File: config.mk
export PLATFORM = sky130hd
export DESIGN_NAME = frm_top
export DESIGN_NICKNAME = d
export VERILOG_FILES = /design/src/common/frm_pkg.sv /design/src/rtl/frm_sync.sv /design/src/rtl/frm_tick.sv /design/src/rtl/frm_top.sv
export SDC_FILE = /design/constraint.sdc
export NUM_CORES = 1
export LEC_CHECK = 0
export BUFFER_PORTS_ARGS = -buffer_cell sky130_fd_sc_hd__clkbuf_2
export CAP_MARGIN = 20
export CORE_UTILIZATION = 50
export DETAILED_ROUTE_END_ITERATION = 12
export GPL_ROUTABILITY_DRIVEN = 1
export PLACE_DENSITY = 0.74
export SLEW_MARGIN = 20
export SYNTH_ARGS = -nofsm -noshare
export SYNTH_HDL_FRONTEND = slang
export SYNTH_HIERARCHICAL = 1
export SYNTH_SLANG_ARGS = --single-unit
File: constraint.sdc
create_clock -name core_clk -period 8.5 [get_ports core_clk]
set_input_delay 1.275 -clock core_clk [delete_from_list [all_inputs] [get_ports core_clk]]
set_output_delay 1.275 -clock core_clk [all_outputs]
set_load 0.1 [all_outputs]
File: src/common/frm_pkg.sv
// Shared constants and types for the fault response manager
package frm_pkg;

	// Clock rate and millisecond base
	localparam int unsigned CLK_HZ       = 25_000_000;
	localparam int unsigned MS_PER_S     = 1000;
	localparam int unsigned MS_CYCLES    = CLK_HZ / MS_PER_S;
	// Longest allowed report and clear latency, in ms
	localparam int unsigned REPORT_MAX_MS = 200;

	// Register byte addresses
	localparam int unsigned  ADDR_W      = 8;
	localparam logic [7:0]   ADDR_CTRL   = 8'h00;
	localparam logic [7:0]   ADDR_STATUS = 8'h04;
	localparam logic [2:0]   HSIZE_WORD  = 3'h2;

	// Control register fields
	localparam int unsigned  CTRL_W          = 18;
	localparam int unsigned  CTRL_FCLR_BIT   = 0;
	localparam int unsigned  CTRL_RCLR_BIT   = 1;
	localparam int unsigned  CTRL_ALERT_BIT  = 2;
	localparam int unsigned  CTRL_OVP_BIT    = 3;
	localparam int unsigned  CTRL_OCP_LSB    = 4;
	localparam int unsigned  CTRL_LIM_LSB    = 6;
	localparam int unsigned  CTRL_REGACT_BIT = 9;
	localparam int unsigned  CTRL_INTV_LSB   = 10;
	localparam logic [17:0]  CTRL_RESET      = 18'h0C80C;
	localparam logic [17:0]  CTRL_STORE_MASK = 18'h3FFFC;

	// Status register fields
	localparam int unsigned  ST_FLAG_LSB  = 0;
	localparam int unsigned  ST_STATE_LSB = 3;
	localparam int unsigned  ST_LIMIT_BIT = 5;
	localparam int unsigned  ST_CNT_LSB   = 6;
	localparam int unsigned  ST_STAGE_BIT = 9;
	localparam int unsigned  ST_CORE_BIT  = 10;

	// Overcurrent response codes
	localparam logic [1:0]   OCP_LATCH = 2'h0;
	localparam logic [1:0]   OCP_RETRY = 2'h1;
	// Retry interval of the self-recovering faults, in ms
	localparam logic [7:0]   AUTO_RETRY_MS = 8'h05;

	// Fault condition inputs, one bit each
	localparam int unsigned  F_SUPPLY = 0;
	localparam int unsigned  F_RAIL   = 1;
	localparam int unsigned  F_REG    = 2;
	localparam int unsigned  F_PUMP   = 3;
	localparam int unsigned  F_OVP    = 4;
	localparam int unsigned  F_OC     = 5;
	localparam int unsigned  F_REPORT = 6;
	localparam int unsigned  NUM_F    = 7;

	// Recovery state
	typedef enum logic [1:0] {
		ST_RUN,
		ST_RETRY,
		ST_LATCH
	} frm_state_e;

endpackage : frm_pkg

File: src/rtl/frm_sync.sv
// Two-stage synchroniser for asynchronous fault condition inputs
module frm_sync
	import frm_pkg::*;
#(
	parameter int unsigned W = NUM_F
) (
	// Clock and reset
	input  wire logic         core_clk,
	input  wire logic         rst,
	// Raw and synchronised conditions
	input  wire logic [W-1:0] raw,
	output logic      [W-1:0] sync
);

	typedef struct packed {
		logic [W-1:0] meta;
		logic [W-1:0] stab;
	} frm_sync_s;

	frm_sync_s s_q;
	frm_sync_s s_d;

	// First stage feeds only the second
	always_comb begin
		s_d      = s_q;
		s_d.meta = raw;
		s_d.stab = s_q.meta;
	end

	// State register
	always_ff @(posedge core_clk or posedge rst) begin
		if (rst) begin
			s_q <= '0;
		end else begin
			s_q <= s_d;
		end
	end

	assign sync = s_q.stab;

endmodule : frm_sync

File: src/rtl/frm_tick.sv
// Divider that emits a one-cycle pulse every DIV clocks
module frm_tick
	import frm_pkg::*;
#(
	parameter int unsigned DIV = MS_CYCLES
) (
	// Clock and reset
	input  wire logic core_clk,
	input  wire logic rst,
	// Enable pulse
	output logic      tick
);

	localparam int unsigned CW = $clog2(DIV);
	localparam logic [CW-1:0] LAST = CW'(DIV - 1);

	typedef struct packed {
		logic [CW-1:0] cnt;
		logic          pulse;
	} frm_tick_s;

	frm_tick_s s_q;
	frm_tick_s s_d;

	// Count up one period, pulse on wrap
	always_comb begin
		s_d       = s_q;
		s_d.pulse = (s_q.cnt == LAST);
		s_d.cnt   = s_d.pulse ? '0 : s_q.cnt + 1'b1;
	end

	// State register
	always_ff @(posedge core_clk or posedge rst) begin
		if (rst) begin
			s_q <= '0;
		end else begin
			s_q <= s_d;
		end
	end

	assign tick = s_q.pulse;

endmodule : frm_tick

File: src/rtl/frm_top.sv
// Fault supervision, priority and recovery with an AHB-Lite register slave
//
// Added by the designer: the register offsets and the AHB-Lite register port.

////////////////////////////////////////////////////////////////////////////////
module frm_top
	import frm_pkg::*;
#(
	parameter int unsigned MS_DIV = MS_CYCLES
) (
	// Clock and reset
	input  wire logic        core_clk,
	input  wire logic        rst,
	// AHB-Lite slave
	input  wire logic        hsel,
	input  wire logic [31:0] haddr,
	input  wire logic [1:0]  htrans,
	input  wire logic        hwrite,
	input  wire logic [2:0]  hsize,
	input  wire logic [31:0] hwdata,
	input  wire logic        hready,
	output logic             hreadyout,
	output logic             hresp,
	output logic      [31:0] hrdata,
	// Fault condition inputs from comparators
	input  wire logic        supply_low,
	input  wire logic        rail_low,
	input  wire logic        regulator_low_fault,
	input  wire logic        pump_low_fault,
	input  wire logic        supply_over,
	input  wire logic        phase_overcurrent,
	input  wire logic        report_only_fault,
	// Fault pins and power control
	output logic             fault_n_pin,
	output logic             alert_output_pin,
	output logic             stage_enable,
	output logic             core_enable
);

	typedef struct packed {
		frm_state_e        st;
		logic              lim_lat;
		logic [7:0]        tmr;
		logic [7:0]        tgt;
		logic [2:0]        cnt;
		logic [2:0]        flags;
		logic [CTRL_W-1:0] ctrl;
		logic              clr_cmd;
		logic              cnt_clr_cmd;
		logic [ADDR_W-1:0] a_addr;
		logic              a_hit;
		logic              a_wr;
		logic              a_pend;
		logic              rdy;
		logic [31:0]       rdata;
		logic              fault_n;
		logic              alert;
		logic              stage;
		logic              core;
	} frm_regs_s;

	frm_regs_s s_q;
	frm_regs_s s_d;

	logic [NUM_F-1:0] f;
	logic             ms_tick;

	////////////////////////////////////////////////////////////////////////////
	// Input synchroniser and millisecond base
	frm_sync #(.W(NUM_F)) u_sync (
		.core_clk (core_clk),
		.rst      (rst),
		.raw      ({report_only_fault, phase_overcurrent, supply_over,
		            pump_low_fault, regulator_low_fault, rail_low, supply_low}),
		.sync     (f)
	);

	frm_tick #(.DIV(MS_DIV)) u_tick (
		.core_clk (core_clk),
		.rst      (rst),
		.tick     (ms_tick)
	);

	////////////////////////////////////////////////////////////////////////////
	// Configuration fields
	logic       alert_output_enable;
	logic       overvoltage_guard_enable;
	logic [1:0] overcurrent_response_select;
	logic [2:0] retry_limit_setting;
	logic       regulator_shutdown;
	logic [7:0] retry_interval;

	assign alert_output_enable         = s_q.ctrl[CTRL_ALERT_BIT];
	assign overvoltage_guard_enable    = s_q.ctrl[CTRL_OVP_BIT];
	assign overcurrent_response_select = s_q.ctrl[CTRL_OCP_LSB +: 2];
	assign retry_limit_setting         = s_q.ctrl[CTRL_LIM_LSB +: 3];
	assign regulator_shutdown          = s_q.ctrl[CTRL_REGACT_BIT];
	assign retry_interval              = s_q.ctrl[CTRL_INTV_LSB +: 8];

	////////////////////////////////////////////////////////////////////////////
	// Fault classification
	logic       ovp_act;
	logic       oc_latch;
	logic       oc_retry;
	logic       auto_f;
	logic       retry_any;
	logic [7:0] need;

	always_comb begin
		ovp_act   = f[F_OVP] & overvoltage_guard_enable;
		oc_latch  = f[F_OC] & (overcurrent_response_select == OCP_LATCH);
		oc_retry  = f[F_OC] & (overcurrent_response_select != OCP_LATCH);
		auto_f    = f[F_PUMP] | ovp_act;
		retry_any = auto_f | oc_retry;
		// Longest interval among the retry faults now present
		need = '0;
		if (auto_f) begin
			need = AUTO_RETRY_MS;
		end
		if (oc_retry && (retry_interval > need)) begin
			need = retry_interval;
		end
	end

	////////////////////////////////////////////////////////////////////////////
	// Next-state logic: bus slave, recovery machine, outputs
	logic [2:0] cnt_inc;
	logic       actionable;

	always_comb begin
		s_d             = s_q;
		s_d.clr_cmd     = 1'b0;
		s_d.cnt_clr_cmd = 1'b0;
		cnt_inc         = s_q.cnt + 3'h1;

		// Bus: one wait state, then registered answer
		if (s_q.a_pend) begin
			s_d.a_pend = 1'b0;
			s_d.rdy    = 1'b1;
			s_d.rdata  = '0;
			if (s_q.a_wr) begin
				if (s_q.a_hit && (s_q.a_addr == ADDR_CTRL)) begin
					s_d.ctrl        = hwdata[CTRL_W-1:0] & CTRL_STORE_MASK;
					s_d.clr_cmd     = hwdata[CTRL_FCLR_BIT];
					s_d.cnt_clr_cmd = hwdata[CTRL_RCLR_BIT];
				end
			end else if (s_q.a_hit && (s_q.a_addr == ADDR_CTRL)) begin
				s_d.rdata[CTRL_W-1:0] = s_q.ctrl;
			end else if (s_q.a_hit && (s_q.a_addr == ADDR_STATUS)) begin
				s_d.rdata[ST_FLAG_LSB +: 3]  = s_q.flags;
				s_d.rdata[ST_STATE_LSB +: 2] = s_q.st;
				s_d.rdata[ST_LIMIT_BIT]      = s_q.lim_lat;
				s_d.rdata[ST_CNT_LSB +: 3]   = s_q.cnt;
				s_d.rdata[ST_STAGE_BIT]      = s_q.stage;
				s_d.rdata[ST_CORE_BIT]       = s_q.core;
			end
		end else if (hsel && htrans[1] && hready && (hsize == HSIZE_WORD)) begin
			s_d.a_pend = 1'b1;
			s_d.rdy    = 1'b0;
			s_d.a_addr = haddr[ADDR_W-1:0];
			s_d.a_hit  = (haddr[31:ADDR_W] == '0);
			s_d.a_wr   = hwrite;
		end

		// Sticky gate-stage flags; a new fault wins over a clear
		s_d.flags = (s_q.clr_cmd ? 3'h0 : s_q.flags) | {f[F_OC], ovp_act, f[F_PUMP]};

		// Retry counter clear command
		if (s_q.cnt_clr_cmd) begin
			s_d.cnt = '0;
		end

		// Recovery machine; latched entry outranks any retry
		unique case (s_q.st)
			ST_RUN: begin
				if (oc_latch) begin
					s_d.st = ST_LATCH;
				end else if (retry_any) begin
					s_d.st  = ST_RETRY;
					s_d.tmr = '0;
					s_d.tgt = need;
				end
			end
			ST_RETRY: begin
				if (oc_latch) begin
					s_d.st = ST_LATCH;
				end else if (retry_any) begin
					s_d.tmr = '0;
					if (need > s_q.tgt) begin
						s_d.tgt = need;
					end
				end else if (s_q.tmr >= s_q.tgt) begin
					s_d.st = ST_RUN;
					if (s_q.cnt != 3'h7) begin
						s_d.cnt = cnt_inc;
					end
				end else if (ms_tick) begin
					s_d.tmr = s_q.tmr + 8'h01;
				end
			end
			ST_LATCH: begin
				if (s_q.clr_cmd && (!s_q.lim_lat || s_q.cnt_clr_cmd)) begin
					s_d.lim_lat = 1'b0;
					// A retry fault or latching overcurrent still present at the clear keeps the pins asserted
					if (retry_any && !oc_latch) begin
						s_d.st  = ST_RETRY;
						s_d.tmr = '0;
						s_d.tgt = need;
					end else if (!oc_latch) begin
						s_d.st = ST_RUN;
					end
				end
			end
		endcase

		// Reaching the cumulative limit forces the latched state
		if ((retry_limit_setting != 3'h0) && (s_d.cnt >= retry_limit_setting)) begin
			s_d.st      = ST_LATCH;
			s_d.lim_lat = 1'b1;
		end

		// Pins and stage enable follow the next state; core enable follows the undervoltage inputs
		actionable  = (s_d.st != ST_RUN);
		s_d.fault_n = !(actionable || (f[F_REPORT] && !alert_output_enable));
		s_d.alert   = alert_output_enable && (actionable || f[F_REPORT]);
		s_d.core    = !(f[F_SUPPLY] || f[F_RAIL] || (f[F_REG] && regulator_shutdown));
		s_d.stage   = s_d.core && !actionable;
	end

	////////////////////////////////////////////////////////////////////////////
	// State register
	always_ff @(posedge core_clk or posedge rst) begin
		if (rst) begin
			s_q         <= '0;
			s_q.st      <= ST_RUN;
			s_q.ctrl    <= CTRL_RESET;
			s_q.rdy     <= 1'b1;
			s_q.fault_n <= 1'b1;
		end else begin
			s_q <= s_d;
		end
	end

	// Outputs straight from flip-flops, except hresp which is tied low
	assign hreadyout        = s_q.rdy;
	assign hresp            = 1'b0;
	assign hrdata           = s_q.rdata;
	assign fault_n_pin      = s_q.fault_n;
	assign alert_output_pin = s_q.alert;
	assign stage_enable     = s_q.stage;
	assign core_enable      = s_q.core;
endmodule : frm_top

==> results of run 1 <==
==> path summary, 6_finish.rpt <==
| kind | startpoint | end |
|---|---|---|
| max | u_sync/sync[4] | s_q[74] |
| min | u_sync/s_d[0] | u_sync/sync[0] |
| max reg2reg | u_sync/sync[4] | s_q[74] |
| min reg2reg | u_sync/s_d[0] | u_sync/sync[0] |
| max in group asynchronous | rst | retry_interval[4] |
| min in group asynchronous | rst | u_sync/s_d[4] |
==> layer usage <==
| layer | wire [um] | track usage (%) |
|---|---|---|
| met1 | 4910 | 26.0 |
| met2 | 5290 | 35.3 |
| met3 | 498 | 5.53 |
| met4 | 180 | 7.44 |
| met5 | 0 | 0 |
==> power groups by stage <==
| stage | clock, mW | sequential, mW | combinational [mW] |
|---|---|---|---|
| global placement | 0 | 0.619 | 0.473 |
| global route | 0.391 | 0.620 | 0.536 |
| finish | 0.361 | 0.613 | 0.490 |
| detailed placement | 0 | 0.622 | 0.486 |
| floorplan | 0 | 0.650 | 0.380 |
| CTS | 0.373 | 0.613 | 0.489 |
==> through the flow <==
stage	instance area, um^2	utilization, %
after floorplan	5530	-
after global placement	5840	55.8
after detailed placement	5840	55.8
after CTS	6080	58.1
after global routing	6100	58.3
final	6100	58.3
==> area by class of cell <==
class	count	area share (%)
Clock buffer	9	2.03
Inverter	29	1.78
Clock inverter	7	1.82
Tap cell	136	2.79
Timing Repair Buffer	91	7.91
Multi-Input combinational cell	332	39.6
Sequential cell	107	44.0
==> cell families (layout without fill, tap and decap cells) <==
logic type	count (synthesis)	after routing	share of synthesized area (%)
and+or+nand+nor	146	146	14.8
DFF	107	107	49.0
AOI/OAI and AO/OA	89	89	11.6
buffers and inverters	78	136	7.76
muxes	45	45	9.04
adders and majority gates	26	26	5.94
xor gates and xnor gates	11	11	1.76
other	1	15	0.0684
==> registers in the layout, indices dropped and copies added, names as in the netlist <==
signal / flops
hrdata: 18
retry_limit_setting: 3
retry_interval: 8
stage_enable: 1
u_sync/s_d: 7
alert_output_enable: 1
regulator_shutdown: 1
fault_n_pin: 1
u_tick/s_q: 15
s_q: 38
core_enable: 1
u_sync/sync: 7
hreadyout: 1
overvoltage_guard_enable: 1
overcurrent_response_select: 2
u_tick/tick: 1
alert_output_pin: 1
==> critical path, stage by stage (launching register included) <==
cell      delay [ns]
dfrtp_1         0.41
a21oi_1         0.46
inv_1           0.22
ha_1            0.33
o21bai_1        0.09
a211o_1         0.30
nand2_1         0.07
nand2_1         0.08
a22o_1          0.25
ha_1            0.27
nand3_1         0.09
nor2_1          0.09
a21o_1          0.14
a31o_1          0.40
mux2_4          0.34
==> synth_stat cells (2+ instances only) <==
master and instances:
a211oi_1 3, a21o_1 7, a21oi_1 14, a22o_1 9
a32o_1 2, and2_1 6, and3_1 4, and4_1 2
buf_1 3, buf_4 33, clkbuf_1 11, dfrtp_1 100
dfstp_2 7, ha_1 26, inv_1 29, mux2_2 28
mux2_4 2, mux2i_1 15, nand2_1 35, nand2b_1 5
nand3_1 14, nand4_1 7, nor2_1 26, nor2b_1 7
nor3_1 6, nor3b_1 2, nor4_1 9, o211ai_1 4
o21a_1 3, o21ai_0 18, o21ai_1 2, o21bai_1 2
o2bb2ai_1 9, or2_2 4, or3b_1 2, or4_1 4
or4_4 2, or4bb_1 2, xnor2_1 6, xor2_1 5
==> reports/results.tsv, run 1 <==
stage	metric	value	unit
outcome	status	finished clean	
drt	Routed wire per std cell	15.3	um
layout	area of the multi-input gates	2420	um^2
yosys	Ys Warns	6	
sta	Slew HR	41.7	%
drt	WL final	10900	um
layout	Total Nets Final	677	
worst_hold_path	Tightest Hold Check Type	flop to flop	
placement	Placer Congestion	0.866	
power	PwrDens	240	nW/um^2
floorplanning	# rows	37	
layout	final cell count without fillers	711	
floorplanning	Initial Utilization	52.4	%
clock_network	CTS tree	built	
setup_path	CP arrival	3.93	ns
floorplanning	I/O Pins	119	
setup_path	crit path kind	flop to flop	
drt	vias after detailed routing	3895	
yosys	synthesized area per cell	10.9	um^2
global_routing	GRT Overall Usage	21.0	%
drt	DR vias/cell	5.48	
setup_path	Max Fanout on Critical Path	7	
power	Pwr Total	1.46	mW
floorplanning	Die H	107	um
power	sw power	0.566	mW
layout	commonest non-fill, non-tap cell in the layout	dfrtp_1	
layout	area growth from synthesis to layout	11.4	%
layout	# fillers	893	
sta	setup_tns	0	ns
power	Internal	0.898	mW
global_routing	vias in the first global route	4001	
sta	Least-Margin Pin Slew	0.875	ns
sta	final setup vio count	0	
sta	fin. max-slew vios	0	
clock_network	clk sinks	107	
sta	Fmax	0.274	GHz
sta	crit share post-route	43.0	%
sta	WHS	0.357	ns
clock_network	CTS H-tree lvls	3	
sta	clk_skew	0.0134	ns
clock_network	clock buffer depth	2	
clock_network	root buf cell	clkbuf_8	
setup_path	worst reg-to-reg path cell count	14	
sta	RSZ-0062 raised after global routing	false	
power	sw frac	38.7	%
yosys	synth top area cells	dfrtp_1 (46%), ha_1 (5.9%), mux2_2 (5.8%), buf_4 (4.5%), dfstp_2 (3.4%)	
drt	DR iter-0 viols	140	
global_routing	initial antenna violation count	0	
sta	Fin. Hold Viols	0	
yosys	sequential-to-total area share from yosys stat	49.0	%
yosys	Synth Flop Type	dfrtp_1	
yosys	Cell variety after synth	68	
floorplanning	core area	10500	um^2
yosys	Syn Inst Count	503	
sta	fin crit period	3.65	ns
placement	placed insts	694	
clock_network	cts repair resizes	0	
clock_network	Reg clk slew, reported paths	0.10	ns
setup_path	reg-to-reg setup timing slack	4.85	ns
placement	pre-CTS WS	4.87	ns
power	Peak supply drop	0.188	mV
layout	register area	2690	um^2
layout	share of layout cells above drive strength 1	27.0	%
power	leakage power	2.93	nW
placement	Buffers on Ports	88	
yosys	ys async rst share	100	%
sta	final setup margin	4.85	ns
clock_network	postcts setup bufs	0	
floorplanning	Die Wd	107	um
job	maxcap violations	0	
placement	post-DP HPWL	8050	um
yosys	FF+latch count, synth	107	
drt	number of nets with antenna violations after routing	0	
setup_path	CP Capture Type	flop	
clock_network	Hold Buf Count CTS	0	
drt	DR DRC count	0	
setup_path	Worst setup SP type	flop	
worst_hold_path	worst hold stages	0	
layout	ant diodes	0	
yosys	Yosys top cell area share	45.7	%
setup_path	Req. time, crit path	8.78	ns
global_routing	pin count of the biggest net entering global routing	78	
layout	most frequent cells in the layout	dfrtp_1 (100), clkbuf_2 (88), nand2_1 (35)	
clock_network	Worst-Skew Late Latency	0.39	ns
yosys	Synth Cell Area	5480	um^2
global_routing	grt ovf	0	
floorplanning	die area	11400	um^2
global_routing	global-route wire length before repair	18600	um
yosys	largest area contributor in the netlist	dfrtp_1	
clock_network	TritonCTS buffer count	9	
power	sequential share of power	41.9	%
power	Clock power frac	24.7	%
power	combinational share of power	33.5	%
drt	DRT Pass-1 Iters	6	
yosys	Post-synth EDFFs	0	
Note: power is estimated with default switching activity, not from simulation.
==> run 2: changes to the inputs <==
==> constraint.sdc (replaced) <==
create_clock -name core_clk -period 3.61 [get_ports core_clk]
set_input_delay 0.5415 -clock core_clk [delete_from_list [all_inputs] [get_ports core_clk]]
set_output_delay 0.5415 -clock core_clk [all_outputs]
set_load 0.1 [all_outputs]
==> run 2 against run 1 <==
Net effect:
- critical path depth unchanged
- critical endpoint is now alert_output_pin
- register-to-register slack worse by 4.6 ns
- hold slack worse by 0.14 ns
- non-clock buffer count up 4
- first-iteration DRC count down 2.1%
- core utilization down 0.096 points
- cell count up 0.56%
- clock power up 96%
- sequential share of layout area up 0.072 points
- largest power group unchanged
- maximum frequency up 7.8%
- wire length down 0.12%
- power up 130%
==> reports/results.tsv, run 2 (same netlist as run 1, synthesis figures left out) <==
stage	metric	value	unit
floorplanning	Initial Utilization	52.4	%
clock_network	clk sinks	107	
global_routing	pin count of the biggest net entering global routing	44	
layout	ant diodes	0	
power	leakage power	2.93	nW
setup_path	CP delay by family, top	compound AO/OA/AOI/OAI gates	
sta	fin crit period	3.39	ns
drt	number of nets with antenna violations after routing	0	
drt	WL final	10900	um
sta	Fmax	0.295	GHz
layout	share of layout cells above drive strength 1	28.0	%
outcome	status	finished clean	
global_routing	initial antenna violation count	0	
sta	WHS	0.217	ns
setup_path	Req. time, crit path	3.93	ns
clock_network	Worst-Skew Late Latency	0.37	ns
sta	Fin. Hold Viols	0	
layout	# fillers	891	
drt	DR DRC count	0	
layout	area growth from synthesis to layout	11.2	%
floorplanning	# rows	37	
clock_network	Reg clk slew, reported paths	0.11	ns
sta	Least-Margin Pin Slew	0.951	ns
floorplanning	Die Wd	107	um
clock_network	root buf cell	clkbuf_8	
sta	final setup vio count	0	
setup_path	Worst setup SP type	flop	
floorplanning	I/O Pins	119	
power	PwrDens	550	nW/um^2
placement	Placer Congestion	0.877	
drt	vias after detailed routing	3914	
layout	register name with the most flops	s_q	
layout	Total Nets Final	681	
sta	clk_skew	0.0133	ns
sta	Slew HR	36.5	%
drt	DR vias/cell	5.47	
worst_hold_path	Tightest Hold Check Type	input port to asynchronous set/reset pin	
placement	Buffers on Ports	88	
layout	max reg flops	38	
clock_network	TritonCTS buffer count	9	
drt	DR iter-0 viols	137	
drt	Routed wire per std cell	15.2	um
setup_path	Max Fanout on Critical Path	5	
setup_path	CP arrival	3.71	ns
job	maxcap violations	0	
clock_network	postcts setup bufs	0	
setup_path	worst reg-to-reg path cell count	14	
layout	most frequent cells in the layout	dfrtp_1 (100), clkbuf_2 (88), nand2_1 (34)	
power	Peak supply drop	0.391	mV
floorplanning	Die H	107	um
placement	pre-CTS WS	0.140	ns
clock_network	CTS tree	built	
placement	placed insts	699	
setup_path	reg2reg start	s_q[86]	
sta	crit share post-route	93.9	%
floorplanning	core area	10500	um^2
global_routing	grt ovf	0	
setup_path	reg-to-reg setup timing slack	0.22	ns
setup_path	max incr delay on CP	0.44	ns
setup_path	crit path kind	flop to flop	
floorplanning	die area	11400	um^2
layout	register area	2690	um^2
setup_path	worst path cell trace	ha_1, a21o_1, a21o_1, a21oi_1, o21ai_1, nand2_2, mux2_2, ha_1, o21ai_0, a21oi_2, a311o_1, a41oi_1, buf_4, o31a_1	
sta	fin. max-slew vios	0	
setup_path	Bufs and invs on worst path	1	
placement	post-DP HPWL	8170	um
setup_path	CP Capture Type	flop	
global_routing	global-route wire length before repair	18500	um
global_routing	GRT Overall Usage	20.7	%
layout	final cell count without fillers	715	
layout	area of the multi-input gates	2430	um^2
global_routing	vias in the first global route	3892	
layout	commonest non-fill, non-tap cell in the layout	dfrtp_1	
sta	final setup margin	0.220	ns
setup_path	Slowest-stage cell, CP	dfrtp_1	
clock_network	clock buffer depth	2	
power	Pwr Total	3.35	mW
clock_network	CTS H-tree lvls	3	
drt	DRT Pass-1 Iters	4	
setup_path	worst r2r dst	alert_output_pin	
==> run 2: cell count changes in the layout (fill, tap and decap cells not counted), sizes merged <==
cell	change
clkinv	+3
buf	+4
inv	-1
bufinv	-2
==> run 2: worst max path at each step <==
stage | cells after the start | start | slack (ns) | to
floorplan | 15 | u_sync/sync[4] | 0.48 | s_q[74]
global placement | 14 | s_q[86] | 0.23 | stage_enable
detailed placement | 14 | s_q[86] | 0.14 | stage_enable
CTS | 14 | s_q[86] | 0.12 | alert_output_pin
global route | 14 | s_q[86] | -0.02 | alert_output_pin
finish | 14 | s_q[86] | 0.22 | alert_output_pin
==> run 2: layout make-up <==
cell class | instances | area share, %
inverter | 29 | 1.79
clock buffer | 9 | 2.03
clock inverter | 7 | 1.13
timing repair buffer | 95 | 8.30
tap | 136 | 2.79
sequential | 107 | 44.1
multi-input combinational | 332 | 39.9
==> run 2: where the power goes <==
group	leakage [nW]	total [mW]	switching [mW]	internal (mW)
Combinational	1.48	1.21	0.798	0.412
Sequential	1.35	1.43	0.103	1.33
Clock	0.102	0.706	0.435	0.271
==> run 2: through the flow <==
step / instance area, um^2 / util, % / setup TNS, ns
finish: 6090 / 58.2 / 0
global route: 6090 / 58.2 / -0.0234
CTS: 6080 / 58.1 / 0
detailed placement: 5890 / 56.3 / 0
global placement: 5890 / 56.3 / 0
floorplan: 5530 / - / 0
==> run 2: metal layers <==
layer / vias up / share of wire, % / GRT usage (%) / routed length, um
met5: - / 0 / 0 / 0
met4: 0 / 1.6 / 6.65 / 176
met3: 12 / 3.7 / 4.62 / 402
met2: 97 / 48 / 34.4 / 5250
met1: 1916 / 46 / 26.9 / 5030
li1: 1889 / - / - / -
==> run 2: timing repair <==
item                                   in CTS  in global routing
endpoints found under the hold margin       0                  0
gates resized for setup                     0                  5
hold buffers                                0                  0
setup endpoints to repair                   0                 11
